===== src/acc_consts.svh =====
/*
  Constants of the converter control block: register offsets, field positions,
  reset values and timing counts.
  Assumes it is included by bare name wherever the block's constants are needed.
*/
`ifndef ACC_CONSTS_SVH
`define ACC_CONSTS_SVH

// Register offsets on the byte-wide register port.
`define ACC_OFF_CTRL_A 8'h00
`define ACC_OFF_CTRL_B 8'h01
`define ACC_OFF_RES_HIGH 8'h02
`define ACC_OFF_RES_LOW 8'h03
`define ACC_OFF_IRQ 8'h04

// Field positions in converter_control_a.
`define ACC_A_ENABLE 0
`define ACC_A_START 1
`define ACC_A_CHAN_LO 2
`define ACC_A_CHAN_HI 6

// Field positions in converter_control_b.
`define ACC_B_PREF_LO 0
`define ACC_B_PREF_HI 1
`define ACC_B_NREF 2
`define ACC_B_CLK_LO 4
`define ACC_B_CLK_HI 6
`define ACC_B_FORMAT 7

// Field positions in the flag register.
`define ACC_I_FLAG 0
`define ACC_I_ENABLE 1

// Reset values of the control registers.
`define ACC_RST_CTRL_A 8'h00
`define ACC_RST_CTRL_B 8'h00

// Conversion framing in half periods of the bit conversion period, and the last channel code.
`define ACC_HOLD_HALVES 5'h03
`define ACC_TOTAL_HALVES 5'h17
`define ACC_LAST_CHANNEL 5'h0B

// Extra instruction cycle before an RC-clocked conversion starts.
`define ACC_CLK_MHZ 100
`define ACC_INSTR_NS 40
`define ACC_INSTR_CYCLES ((`ACC_INSTR_NS * `ACC_CLK_MHZ + 999) / 1000)

`endif


===== src/acc_pkg.sv =====
/*
  Types of the converter control block.
  Assumes nothing beyond a SystemVerilog compiler.
*/
package acc_pkg;

  // Sequencer states, Gray coded along idle, delay, convert.
  typedef enum logic [1:0] {
    ACC_IDLE = 2'b00,
    ACC_DELAY = 2'b01,
    ACC_CONV = 2'b11
  } acc_state_t;

  // Conversion clock selections.
  typedef enum logic [2:0] {
    ACC_DIV2 = 3'h0,
    ACC_DIV8 = 3'h1,
    ACC_DIV32 = 3'h2,
    ACC_RC_A = 3'h3,
    ACC_DIV4 = 3'h4,
    ACC_DIV16 = 3'h5,
    ACC_DIV64 = 3'h6,
    ACC_RC_B = 3'h7
  } acc_clk_sel_t;

endpackage


===== src/acc_conversion_control.sv =====
/*
  Digital control of a 10-bit successive-approximation converter: control and
  result registers, conversion clock divider, start, abort, sleep handling and
  the hardware trigger.
  Assumes all inputs are synchronous to core_clk, that rc_half_tick pulses once
  per half period of the dedicated RC oscillator, and that the analog side
  compares the held input against the trial code on trial_code.
*/
// The plain strobed port and the register addresses were decided locally.
`include "acc_consts.svh"
`timescale 1ns/1ns
`default_nettype none

module acc_conversion_control
  import acc_pkg::*;
(
  input wire logic core_clk, // System clock, 100 MHz.
  input wire logic srst, // Synchronous reset, active high.
  input wire logic [7:0] reg_addr, // Register address.
  input wire logic [7:0] reg_wdata, // Register write data.
  input wire logic reg_wr, // Write strobe.
  input wire logic reg_rd, // Read strobe.
  output logic [7:0] reg_rdata, // Read data, the cycle after the strobe.
  input wire logic rc_half_tick, // Half period pulse of the RC oscillator.
  input wire logic sleep_req, // Processor is asleep.
  input wire logic compare_trigger, // Special event pulse of the compare unit.
  input wire logic comparator_high, // Held input is at or above trial code.
  output logic trigger_timer_clear, // Pulse that clears the trigger timer.
  output logic conv_irq_flag, // Conversion flag level.
  output logic wake_pulse, // Wakes the processor from sleep.
  output logic converter_power, // Powers the analog converter.
  output logic sample_hold, // High while the input is being held.
  output logic [9:0] trial_code, // Current successive approximation code.
  output logic [4:0] channel_select, // Selected input code.
  output logic channel_connected, // Selected code routes a real input.
  output logic neg_reference_select, // Low reference selection.
  output logic [1:0] pos_reference_select // High reference selection.
);

  // Register and sequencer state.
  logic [7:0] ctrl_a_ff;
  logic [7:0] ctrl_b_ff;
  logic [7:0] res_high_ff;
  logic [7:0] res_low_ff;
  logic irq_flag_ff;
  logic irq_enable_ff;
  acc_state_t state_ff;
  logic [4:0] div_cnt_ff;
  logic [4:0] halves_ff;
  logic [3:0] bit_ff;
  logic [3:0] ndec_ff;
  logic [9:0] sar_ff;
  logic [2:0] delay_ff;
  logic sleep_off_ff;
  logic [7:0] rdata_ff;
  logic timer_clear_ff;
  logic wake_ff;
  logic power_ff;
  logic hold_ff;
  logic connected_ff;

  // Decoded strobes and derived conditions.
  logic wr_a;
  logic wr_b;
  logic wr_hi;
  logic wr_lo;
  logic wr_irq;
  logic use_rc;
  logic half_tick;
  logic busy;
  logic sw_start;
  logic sw_abort;
  logic sleep_abort;
  logic start_req;
  logic finish;
  logic abort;
  logic [4:0] div_half;
  logic [9:0] final_code;
  logic [9:0] part_code;
  logic [7:0] nxt_res_high;
  logic [7:0] nxt_res_low;
  logic [7:0] nxt_rdata;

  // Address decode of the register port.
  always_comb begin
    wr_a = 1'b0;
    wr_b = 1'b0;
    wr_hi = 1'b0;
    wr_lo = 1'b0;
    wr_irq = 1'b0;
    if (reg_wr && reg_addr == `ACC_OFF_CTRL_A) begin
      wr_a = 1'b1;
    end else if (reg_wr && reg_addr == `ACC_OFF_CTRL_B) begin
      wr_b = 1'b1;
    end else if (reg_wr && reg_addr == `ACC_OFF_RES_HIGH) begin
      wr_hi = 1'b1;
    end else if (reg_wr && reg_addr == `ACC_OFF_RES_LOW) begin
      wr_lo = 1'b1;
    end else if (reg_wr && reg_addr == `ACC_OFF_IRQ) begin
      wr_irq = 1'b1;
    end
  end

  // Start and abort requests from software, the trigger and sleep.
  always_comb begin
    use_rc = ctrl_b_ff[`ACC_B_CLK_LO +: 2] == 2'b11;
    busy = state_ff != ACC_IDLE;
    sw_start = wr_a && reg_wdata[`ACC_A_START] && !busy;
    sw_abort = wr_a && !reg_wdata[`ACC_A_START] && busy;
    sleep_abort = sleep_req && !use_rc && busy;
    start_req = (sw_start || (compare_trigger && !busy)) && ctrl_a_ff[`ACC_A_ENABLE];
    abort = sw_abort || sleep_abort;
    finish = state_ff == ACC_CONV && half_tick && halves_ff == `ACC_TOTAL_HALVES - 5'h01;
  end

  // Half period of the divided conversion clock less one, in system clock cycles.
  always_comb begin
    case (acc_clk_sel_t'(ctrl_b_ff[`ACC_B_CLK_HI:`ACC_B_CLK_LO]))
      ACC_DIV2: div_half = 5'h00;
      ACC_DIV4: div_half = 5'h01;
      ACC_DIV8: div_half = 5'h03;
      ACC_DIV16: div_half = 5'h07;
      ACC_DIV32: div_half = 5'h0F;
      ACC_DIV64: div_half = 5'h1F;
      default: div_half = 5'h00;
    endcase
    half_tick = use_rc ? rc_half_tick : (div_cnt_ff == div_half);
  end

  // Divider runs only during conversion so each period starts aligned.
  always_ff @(posedge core_clk) begin
    if (srst || state_ff != ACC_CONV || div_cnt_ff == div_half) begin
      div_cnt_ff <= 5'h00;
    end else begin
      div_cnt_ff <= div_cnt_ff + 5'h01;
    end
  end

  // Sequencer: idle, one-instruction delay for RC clock, then conversion.
  always_ff @(posedge core_clk) begin
    if (srst) begin
      state_ff <= ACC_IDLE;
      delay_ff <= 3'h0;
    end else begin
      case (state_ff)
        ACC_IDLE: begin
          if (start_req && use_rc) begin
            state_ff <= ACC_DELAY;
            delay_ff <= 3'(`ACC_INSTR_CYCLES - 1);
          end else if (start_req) begin
            state_ff <= ACC_CONV;
          end
        end
        ACC_DELAY: begin
          if (abort || !ctrl_a_ff[`ACC_A_ENABLE]) begin
            state_ff <= ACC_IDLE;
          end else if (delay_ff == 3'h0) begin
            state_ff <= ACC_CONV;
          end else begin
            delay_ff <= delay_ff - 3'h1;
          end
        end
        ACC_CONV: begin
          if (abort || finish || !ctrl_a_ff[`ACC_A_ENABLE]) begin
            state_ff <= ACC_IDLE;
          end
        end
        default: state_ff <= ACC_IDLE;
      endcase
    end
  end

  // Successive approximation: hold 1.5 periods, then one bit per period.
  always_ff @(posedge core_clk) begin
    if (srst || state_ff != ACC_CONV) begin
      halves_ff <= 5'h00;
      bit_ff <= 4'h9;
      ndec_ff <= 4'h0;
      sar_ff <= 10'h000;
    end else if (half_tick) begin
      halves_ff <= halves_ff + 5'h01;
      if (halves_ff + 5'h01 == `ACC_HOLD_HALVES) begin
        sar_ff <= 10'h200;
      end else if (halves_ff + 5'h01 > `ACC_HOLD_HALVES && halves_ff[0]) begin
        sar_ff[bit_ff] <= comparator_high;
        ndec_ff <= ndec_ff + 4'h1;
        if (bit_ff != 4'h0) begin
          sar_ff[bit_ff - 4'h1] <= 1'b1;
          bit_ff <= bit_ff - 4'h1;
        end
      end
    end
  end

  // Final and partial codes; partial fills unresolved bits with the last one.
  always_comb begin
    final_code = sar_ff;
    if (halves_ff > `ACC_HOLD_HALVES && halves_ff[0]) begin
      final_code[bit_ff] = comparator_high;
    end
    part_code = 10'h000;
    for (int i = 0; i < 10; i++) begin
      if (ndec_ff == 4'h0) begin
        part_code[i] = 1'b0;
      end else if (i >= 10 - int'(ndec_ff)) begin
        part_code[i] = sar_ff[i];
      end else begin
        part_code[i] = sar_ff[10 - int'(ndec_ff)];
      end
    end
  end

  // Justification of the code about to be loaded.
  always_comb begin
    if (ctrl_b_ff[`ACC_B_FORMAT]) begin
      nxt_res_high = {6'h00, (finish ? final_code[9:8] : part_code[9:8])};
      nxt_res_low = finish ? final_code[7:0] : part_code[7:0];
    end else begin
      nxt_res_high = finish ? final_code[9:2] : part_code[9:2];
      nxt_res_low = {(finish ? final_code[1:0] : part_code[1:0]), 6'h00};
    end
  end

  // Result registers keep their contents through reset.
  always_ff @(posedge core_clk) begin
    if (state_ff == ACC_CONV && (finish || abort)) begin
      res_high_ff <= nxt_res_high;
      res_low_ff <= nxt_res_low;
    end else begin
      if (wr_hi) begin
        res_high_ff <= reg_wdata;
      end
      if (wr_lo) begin
        res_low_ff <= reg_wdata;
      end
    end
  end

  // First control register; the start bit follows the sequencer.
  always_ff @(posedge core_clk) begin
    if (srst) begin
      ctrl_a_ff <= `ACC_RST_CTRL_A;
    end else begin
      if (wr_a) begin
        ctrl_a_ff[`ACC_A_CHAN_HI:`ACC_A_ENABLE] <= reg_wdata[`ACC_A_CHAN_HI:`ACC_A_ENABLE];
      end
      if (start_req) begin
        ctrl_a_ff[`ACC_A_START] <= 1'b1;
      end else if (finish || abort || (wr_a && !reg_wdata[`ACC_A_START])) begin
        ctrl_a_ff[`ACC_A_START] <= 1'b0;
      end else if (wr_a && !ctrl_a_ff[`ACC_A_ENABLE]) begin
        ctrl_a_ff[`ACC_A_START] <= 1'b0;
      end else if (!busy && !start_req) begin
        ctrl_a_ff[`ACC_A_START] <= 1'b0;
      end
      ctrl_a_ff[7] <= 1'b0;
    end
  end

  // Second control register; bit 3 is not implemented.
  always_ff @(posedge core_clk) begin
    if (srst) begin
      ctrl_b_ff <= `ACC_RST_CTRL_B;
    end else if (wr_b) begin
      ctrl_b_ff <= {reg_wdata[7:4], 1'b0, reg_wdata[2:0]};
    end
  end

  // Conversion flag: set when a conversion completes, not on abort, cleared only by reset or a software write.
  always_ff @(posedge core_clk) begin
    if (srst) begin
      irq_flag_ff <= 1'b0;
      irq_enable_ff <= 1'b0;
    end else begin
      if (finish) begin
        irq_flag_ff <= 1'b1;
      end else if (wr_irq && !reg_wdata[`ACC_I_FLAG]) begin
        irq_flag_ff <= 1'b0;
      end
      if (wr_irq) begin
        irq_enable_ff <= reg_wdata[`ACC_I_ENABLE];
      end
    end
  end

  // Sleep power-down; released when the processor wakes.
  always_ff @(posedge core_clk) begin
    if (srst || !sleep_req) begin
      sleep_off_ff <= 1'b0;
    end else if (sleep_abort) begin
      sleep_off_ff <= 1'b1;
    end else if (!use_rc && !busy) begin
      sleep_off_ff <= 1'b1;
    end else if (finish && !irq_enable_ff) begin
      sleep_off_ff <= 1'b1;
    end
  end

  // Wake pulse and trigger timer clear pulse.
  always_ff @(posedge core_clk) begin
    if (srst) begin
      wake_ff <= 1'b0;
      timer_clear_ff <= 1'b0;
    end else begin
      wake_ff <= finish && sleep_req && irq_enable_ff;
      timer_clear_ff <= compare_trigger;
    end
  end

  // Analog-side controls, all registered.
  always_ff @(posedge core_clk) begin
    if (srst) begin
      power_ff <= 1'b0;
      hold_ff <= 1'b0;
      connected_ff <= 1'b0;
    end else begin
      power_ff <= ctrl_a_ff[`ACC_A_ENABLE] && !sleep_off_ff;
      hold_ff <= state_ff == ACC_CONV;
      connected_ff <= ctrl_a_ff[`ACC_A_CHAN_HI:`ACC_A_CHAN_LO] <= `ACC_LAST_CHANNEL
        || ctrl_a_ff[`ACC_A_CHAN_HI:`ACC_A_CHAN_LO] >= 5'h1D;
    end
  end

  // Read data mux; unmapped addresses read zero.
  always_comb begin
    nxt_rdata = 8'h00;
    if (!reg_rd) begin
      nxt_rdata = 8'h00;
    end else if (reg_addr == `ACC_OFF_CTRL_A) begin
      nxt_rdata = ctrl_a_ff;
    end else if (reg_addr == `ACC_OFF_CTRL_B) begin
      nxt_rdata = ctrl_b_ff;
    end else if (reg_addr == `ACC_OFF_RES_HIGH) begin
      nxt_rdata = res_high_ff;
    end else if (reg_addr == `ACC_OFF_RES_LOW) begin
      nxt_rdata = res_low_ff;
    end else if (reg_addr == `ACC_OFF_IRQ) begin
      nxt_rdata = {6'h00, irq_enable_ff, irq_flag_ff};
    end
  end

  // Read data stands only in the cycle after the strobe.
  always_ff @(posedge core_clk) begin
    if (srst) begin
      rdata_ff <= 8'h00;
    end else begin
      rdata_ff <= nxt_rdata;
    end
  end

  // Outputs come from flip-flops.
  assign reg_rdata = rdata_ff;
  assign trigger_timer_clear = timer_clear_ff;
  assign conv_irq_flag = irq_flag_ff;
  assign wake_pulse = wake_ff;
  assign converter_power = power_ff;
  assign sample_hold = hold_ff;
  assign trial_code = sar_ff;
  assign channel_select = ctrl_a_ff[`ACC_A_CHAN_HI:`ACC_A_CHAN_LO];
  assign channel_connected = connected_ff;
  assign neg_reference_select = ctrl_b_ff[`ACC_B_NREF];
  assign pos_reference_select = ctrl_b_ff[`ACC_B_PREF_HI:`ACC_B_PREF_LO];

endmodule

`default_nettype wire


===== config.mk =====
export PLATFORM = sky130hd
export DESIGN_NAME = acc_conversion_control
export DESIGN_NICKNAME = d
export VERILOG_FILES = /design/src/acc_pkg.sv /design/src/acc_conversion_control.sv
export VERILOG_INCLUDE_DIRS = /design/src
export SDC_FILE = /design/constraint.sdc
export NUM_CORES = 1
export LEC_CHECK = 0
export BUFFER_PORTS_ARGS = -buffer_cell sky130_fd_sc_hd__buf_4
export CAP_MARGIN = 20
export CORE_MARGIN = 4
export CORE_UTILIZATION = 56
export DETAILED_ROUTE_END_ITERATION = 12
export PLACE_DENSITY = 0.77
export SYNTH_ARGS = -nofsm -noshare
export SYNTH_HDL_FRONTEND = slang
export SYNTH_SLANG_ARGS = --single-unit

===== constraint.sdc =====
create_clock -name core_clk -period 3.85 [get_ports core_clk]
set_input_delay 0.77 -clock core_clk [delete_from_list [all_inputs] [get_ports core_clk]]
set_output_delay 0.77 -clock core_clk [all_outputs]
set_load 0.03 [all_outputs]

==> impl_metrics.tcl, run 1 <==
set metrics [dict create \
    place_ws_ps 507 \
    fmax_mhz 296 \
    placed_area_sq_mm 0.00542 \
    drtIter0Drc 237 \
    power_mw 1.53 \
    die_h_um 103 \
    crit_chain "a21bo_2, a21o_1, mux2i_1, and2_1, ha_1, or3_1, a211oi_1, o22a_1, or4_1, mux2_1, a211oi_1, o21ai_1" \
    diodes 0 \
    slew_violations 0 \
    yosys_warnings 0 \
    cts_setup_buffers 0 \
    status "completed" \
    routedWlPerCell_um 17.0 \
    finalSetupViolations 0 \
    ir_worst_vdd_mv 0.144 \
    synth_cell_types 73 \
    core_area_sq_mm 0.00872 \
    leakage_nw 2.21 \
    r2r-start "ndec_ff[3]$_SDFFE_PP0P_" \
    ys_seq_elements 79 \
    root_buffer "clkbuf_8" \
    synth_edf_count 16 \
    num_vias 4486 \
    postRouteAntennaNets 0 \
    instances_no_fill 730 \
    cp_max_fo 14 \
    r2r_end "res_low_ff[6]$_DFFE_PP_" \
    reg2reg_depth 12 \
    die-area_sq_mm 0.0106 \
    htreeDepth 3 \
    worst_slack_ps 473 \
    fillCellCount 759 \
    start_kind "flop" \
    grt_antenna_before_repair 0 \
    gp_congestion 0.883 \
    numPortBuffers 55 \
    grtUsageTotal_pct 23.9 \
    cts_max_path_buffers 2 \
    worst-setup-path-type "flop to flop" \
    synthArstFlopShare_pct 0 \
    insertion_delay_ps 360 \
    cts_resized 0 \
    required_ps 3970 \
    syn_inst 586 \
    cp.arrival_ps 3500 \
    hold_class "flop to flop" \
    tightest_slew_ps 857 \
    cp-end-kind "flop" \
    ctsHoldBuffers 0 \
    cts_tree "done" \
    area_growth_pct 11.7 \
    synthFlopType "dfxtp_1" \
    layout_common_cells "nor2_1 (71), dfxtp_1 (63), buf_4 (62)" \
    io_pins 56 \
    rsz0062_at_grt "false" \
    cpMostUsedCell "a211oi_1" \
    slowest_delay_ps 590 \
    numCtsBuffers 9 \
    drt_drc_violations_left 0 \
    final_nets 658 \
    grt_first_pass_wirelength_um 20100 \
    reg2reg_setup_slack_ps 470 \
    worst_hold_startpoint "sleep_off_ff$_SDFFE_PP0P_" \
    slew_headroom_pct 42.6 \
    final_common_cell "nor2_1" \
    worstSetupEndpoint "res_low_ff[6]$_DFFE_PP_" \
    startpoint "ndec_ff[3]$_SDFFE_PP0P_" \
    clock_sinks 79 \
    fin_tns_setup_ps 0 \
    power_density_mw_per_mm2 273 \
    wirelength_um 12400 \
    final.period_utilization_pct 87.7 \
    drive_gt1_share_pct 16.4 \
    rows 34 \
    hold_viol 0 \
    syn-num-nets 627 \
    grt_start_max_net_pins 23 \
    hpwl_um 9050 \
    firstDrtPassIters 5 \
    dp.cells 713 \
    grt_pass1_vias 4109 \
    synth_area_sq_mm 0.00503 \
    overflow 0 \
    syn_avg_cell_area_sq_um 8.58 \
    start_util_pct 57.7 \
    drv_cap 0 \
    skew_ps 12.8 \
    viasPerCell 6.15 \
    slowest_stage "dfxtp_1" \
    yosysSeqAreaShare_pct 34.6 \
    stdcell_area_sq_mm 0.00562 \
    min_period_ps 3380 \
    path_clk_slew_ps 90 \
    die_w_um 103 \
]
## through the flow
step / util, % / hold slack [ps]
CTS: 64.3 / 433
global placement: 62.2 / 411
detailed placement: 62.2 / 420
floorplan: - / 399
finish: 64.4 / 435
global route: 64.4 / 446
## cells in the mapped netlist (4+ instances only)
cell type | number | area, sq um
xnor2_1 | 10 | 87.6
inv_1 | 18 | 67.6
dfxtp_1 | 63 | 1260
a22oi_1 | 11 | 82.6
nor2b_1 | 10 | 62.6
buf_2 | 8 | 40.0
nor2_1 | 71 | 267
nand4_1 | 4 | 25.0
and2_1 | 6 | 37.5
o21ai_0 | 37 | 185
o31ai_1 | 5 | 37.5
mux2i_1 | 38 | 380
or3_1 | 4 | 25.0
nor3_1 | 9 | 45.0
ha_1 | 17 | 213
edfxtp_1 | 16 | 480
nand3b_1 | 4 | 30.0
a211oi_1 | 8 | 60.1
o22ai_1 | 4 | 25.0
xor2_1 | 8 | 70.1
a21o_1 | 4 | 30.0
buf_4 | 7 | 52.6
and4b_1 | 4 | 40.0
nand2b_1 | 5 | 31.3
mux2_2 | 6 | 67.6
a21oi_1 | 28 | 140
nand2_1 | 58 | 218
a311oi_1 | 4 | 35.0
a31oi_1 | 6 | 37.5
mux4_2 | 7 | 158
clkbuf_1 | 27 | 101
nand3_1 | 14 | 70.1
## flip-flops by register name, summed over array words and instances (netlist names), 2 cells and up
register,count
bit_ff,4
ctrl_a_ff,7
ctrl_b_ff,7
delay_ff,3
div_cnt_ff,5
halves_ff,5
ndec_ff,4
reg_rdata,8
res_high_ff,8
res_low_ff,8
state_ff,2
trial_code,10
## cells by family (layout without fill, tap and decap cells)
logic type | after synthesis | after routing | synth area share [%]
fa+ha+maj | 17 | 17 | 4.23
flops | 79 | 79 | 34.6
xor+xnor | 18 | 18 | 3.14
buf+inv | 61 | 97 | 5.42
mux | 54 | 54 | 12.9
compound gates | 142 | 142 | 18.4
simple gates | 215 | 215 | 21.3
## power by group
part	total, mW	leakage, nW	internal (mW)	switching, mW
sequential	0.848	0.652	0.845	0.00278
combinational	0.0696	1.46	0.0314	0.0382
clock	0.616	0.100	0.279	0.337
## final cells by class
class	count	area [sq um]	area share [%]
Clock buffer	11	153	2.72
Clock inverter	5	35.0	0.624
Inverter	18	67.6	1.20
Multi-Input combinational cell	446	3010	53.7
Sequential cell	79	1740	31.0
Tap cell	108	135	2.41
Timing Repair Buffer	63	470	8.38
## worst min-delay path by stage
| stage | end | slack, ps | depth (start not counted) |
|---|---|---|---|
| global route | converter_power$_SDFF_PP0_ | 450 | 1 |
| floorplan | converter_power$_SDFF_PP0_ | 400 | 1 |
| finish | converter_power$_SDFF_PP0_ | 430 | 1 |
| global placement | converter_power$_SDFF_PP0_ | 410 | 1 |
| detailed placement | converter_power$_SDFF_PP0_ | 420 | 1 |
| CTS | converter_power$_SDFF_PP0_ | 430 | 1 |
## per-layer routing
metal / up-vias / part of all wire, % / GRT usage [%]
met5: - / 0 / 0
met4: 0 / 1.5 / 6.77
met3: 19 / 8.2 / 5.07
met2: 182 / 47 / 38.9
met1: 2098 / 43 / 32.2
li1: 2187 / - / -
## critical path: cells and delay by family, from the launching register on
family | cells | cell delay [ps]
mux | 2 | 470
compound gates | 6 | 1200
simple gates | 3 | 630
flops | 1 | 590
fa+ha+maj | 1 | 250
(Power assumes the default switching activity.)
==> inputs of run 2 (changes only) <==
- ABC_CLOCK_PERIOD_IN_PS: not set -> 3900
- clock period: 3.85 -> 3.9 ns (I/O delays scaled with it)
==> impl_metrics.tcl, run 2 (synthesis results as in run 1) <==
set metrics [dict create \
    reg2reg_setup_slack_ps 410 \
    whs_ps 429 \
    drtIter0Drc 267 \
    comb_power_share_pct 4.5 \
    cpMostUsedCell "a211oi_1" \
    viasPerCell 6.15 \
    startpoint "ndec_ff[3]$_SDFFE_PP0P_" \
    power_density_mw_per_mm2 264 \
    cp.arrival_ps 3600 \
    grtUsageTotal_pct 24.0 \
    required_ps 4010 \
    cp_max_fo 14 \
    switching_power_uw 377 \
    tightest_slew_ps 862 \
    drv_cap 0 \
    seqPwrFrac_pct 56.6 \
    start_kind "flop" \
    clock_sinks 79 \
    grt_start_max_net_pins 23 \
    path_clk_slew_ps 90 \
    final_nets 658 \
    insertion_delay_ps 350 \
    root_buffer "clkbuf_8" \
    rows 34 \
    hpwl_um 9050 \
    crit_chain "a21bo_2, a21o_1, mux2i_1, and2_1, ha_1, or3_1, a211oi_1, o22a_1, or4_1, mux2_1, a211oi_1, o21ai_1" \
    min_period_ps 3490 \
    slowest_stage "dfxtp_1" \
    hold_class "flop to flop" \
    die-area_sq_mm 0.0106 \
    layout_common_cells "nor2_1 (71), dfxtp_1 (63), buf_4 (63)" \
    firstDrtPassIters 4 \
    wirelength_um 12400 \
    postRouteAntennaNets 0 \
    die_h_um 103 \
    hold_viol 0 \
    start_util_pct 57.7 \
    finalSetupViolations 0 \
    utilization_pct 64.3 \
    routedWlPerCell_um 16.9 \
    r2r-start "ndec_ff[3]$_SDFFE_PP0P_" \
    slowest_delay_ps 620 \
    slew_headroom_pct 42.3 \
    gp_congestion 0.884 \
    final.period_utilization_pct 89.4 \
    internal_power_mw 1.10 \
    ctsHoldBuffers 0 \
    wl_met2_um 5910 \
    worst_hold_startpoint "sleep_off_ff$_SDFFE_PP0P_" \
    cts_resized 0 \
    hold_depth 1 \
    clockPowerShare_pct 38.9 \
    area_growth_pct 11.6 \
    largest_reg_flops 10 \
    core_area_sq_mm 0.00872 \
    drive_gt1_share_pct 16.6 \
    worstSetupEndpoint "res_low_ff[6]$_DFFE_PP_" \
    top_layer_used "met4" \
    leakage_nw 2.19 \
    grt_antenna_before_repair 0 \
    power_mw 1.48 \
    fmax_mhz 287 \
    wl_met1_um 5420 \
    slew_violations 0 \
    grt_first_pass_wirelength_um 20600 \
    cts_max_path_buffers 2 \
    htreeDepth 3 \
    switching_share_pct 25.5 \
    drt_drc_violations_left 0 \
    io_pins 56 \
    skew_ps 9.66 \
    worst-setup-path-type "flop to flop" \
    rsz0062_at_grt "false" \
    cts_setup_buffers 0 \
    cts_tree "done" \
    cp-end-kind "flop" \
    fin_tns_setup_ps 0 \
    num_vias 4490 \
    overflow 0 \
    ir_worst_vdd_mv 0.162 \
    fillCellCount 742 \
    reg2reg_depth 12 \
    numCtsBuffers 9 \
    diodes 0 \
    numPortBuffers 55 \
    r2r_end "res_low_ff[6]$_DFFE_PP_" \
    die_w_um 103 \
    final_common_cell "nor2_1" \
    grt_pass1_vias 4300 \
    status "completed" \
    route.met3.wl_um 864 \
]
[run 2: final cells by class]
cell class / instances / area, sq um / area share (%)
Clock buffer: 9 / 124 / 2.21
Clock inverter: 7 / 56.3 / 1.00
Inverter: 18 / 67.6 / 1.20
Multi-Input combinational cell: 446 / 3010 / 53.7
Sequential cell: 79 / 1740 / 31.0
Tap cell: 108 / 135 / 2.41
Timing Repair Buffer: 63 / 473 / 8.43
[run 2: worst max-delay path: cells and delay by family (launching register included)]
kind / cells / cell delay, ps
AO/OA/AOI/OAI: 6 / 1190
adder cells (fa/ha/maj): 1 / 280
flip-flops: 1 / 620
multiplexers: 2 / 490
AND/OR/NAND/NOR: 3 / 670
[run 2: metal layers]
layer,vias up,GRT usage [%]
met3,16,4.33
met5,-,0
met1,2132,31.5
met4,0,5.48
met2,168,41.2
li1,2174,-
[run 2: worst min-delay path by stage]
stage / endpoint / slack (ps)
6_report: converter_power$_SDFF_PP0_ / 430
5_1_grt: converter_power$_SDFF_PP0_ / 440
4_1_cts: converter_power$_SDFF_PP0_ / 430
3_5_place_dp: converter_power$_SDFF_PP0_ / 420
3_3_place_gp: converter_power$_SDFF_PP0_ / 410
2_1_floorplan: converter_power$_SDFF_PP0_ / 400
[run 2: power by group through the flow]
stage / Combinational, mW / Clock, mW / Sequential (mW)
2_1_floorplan: 0.0324 / 0 / 0.858
3_3_place_gp: 0.0655 / 0 / 0.856
3_5_place_dp: 0.0668 / 0 / 0.856
4_1_cts: 0.0669 / 0.584 / 0.837
5_1_grt: 0.0730 / 0.622 / 0.838
6_report: 0.0668 / 0.575 / 0.837
[run 2: stage by stage]
stage               area [sq um]  worst slack (ps)  cells
floorplan                   5030               596    586
global placement            5430               658    714
detailed placement          5430               474    714
CTS                         5610               450    730
global route                5610               242    730
finish                      5610               413    730
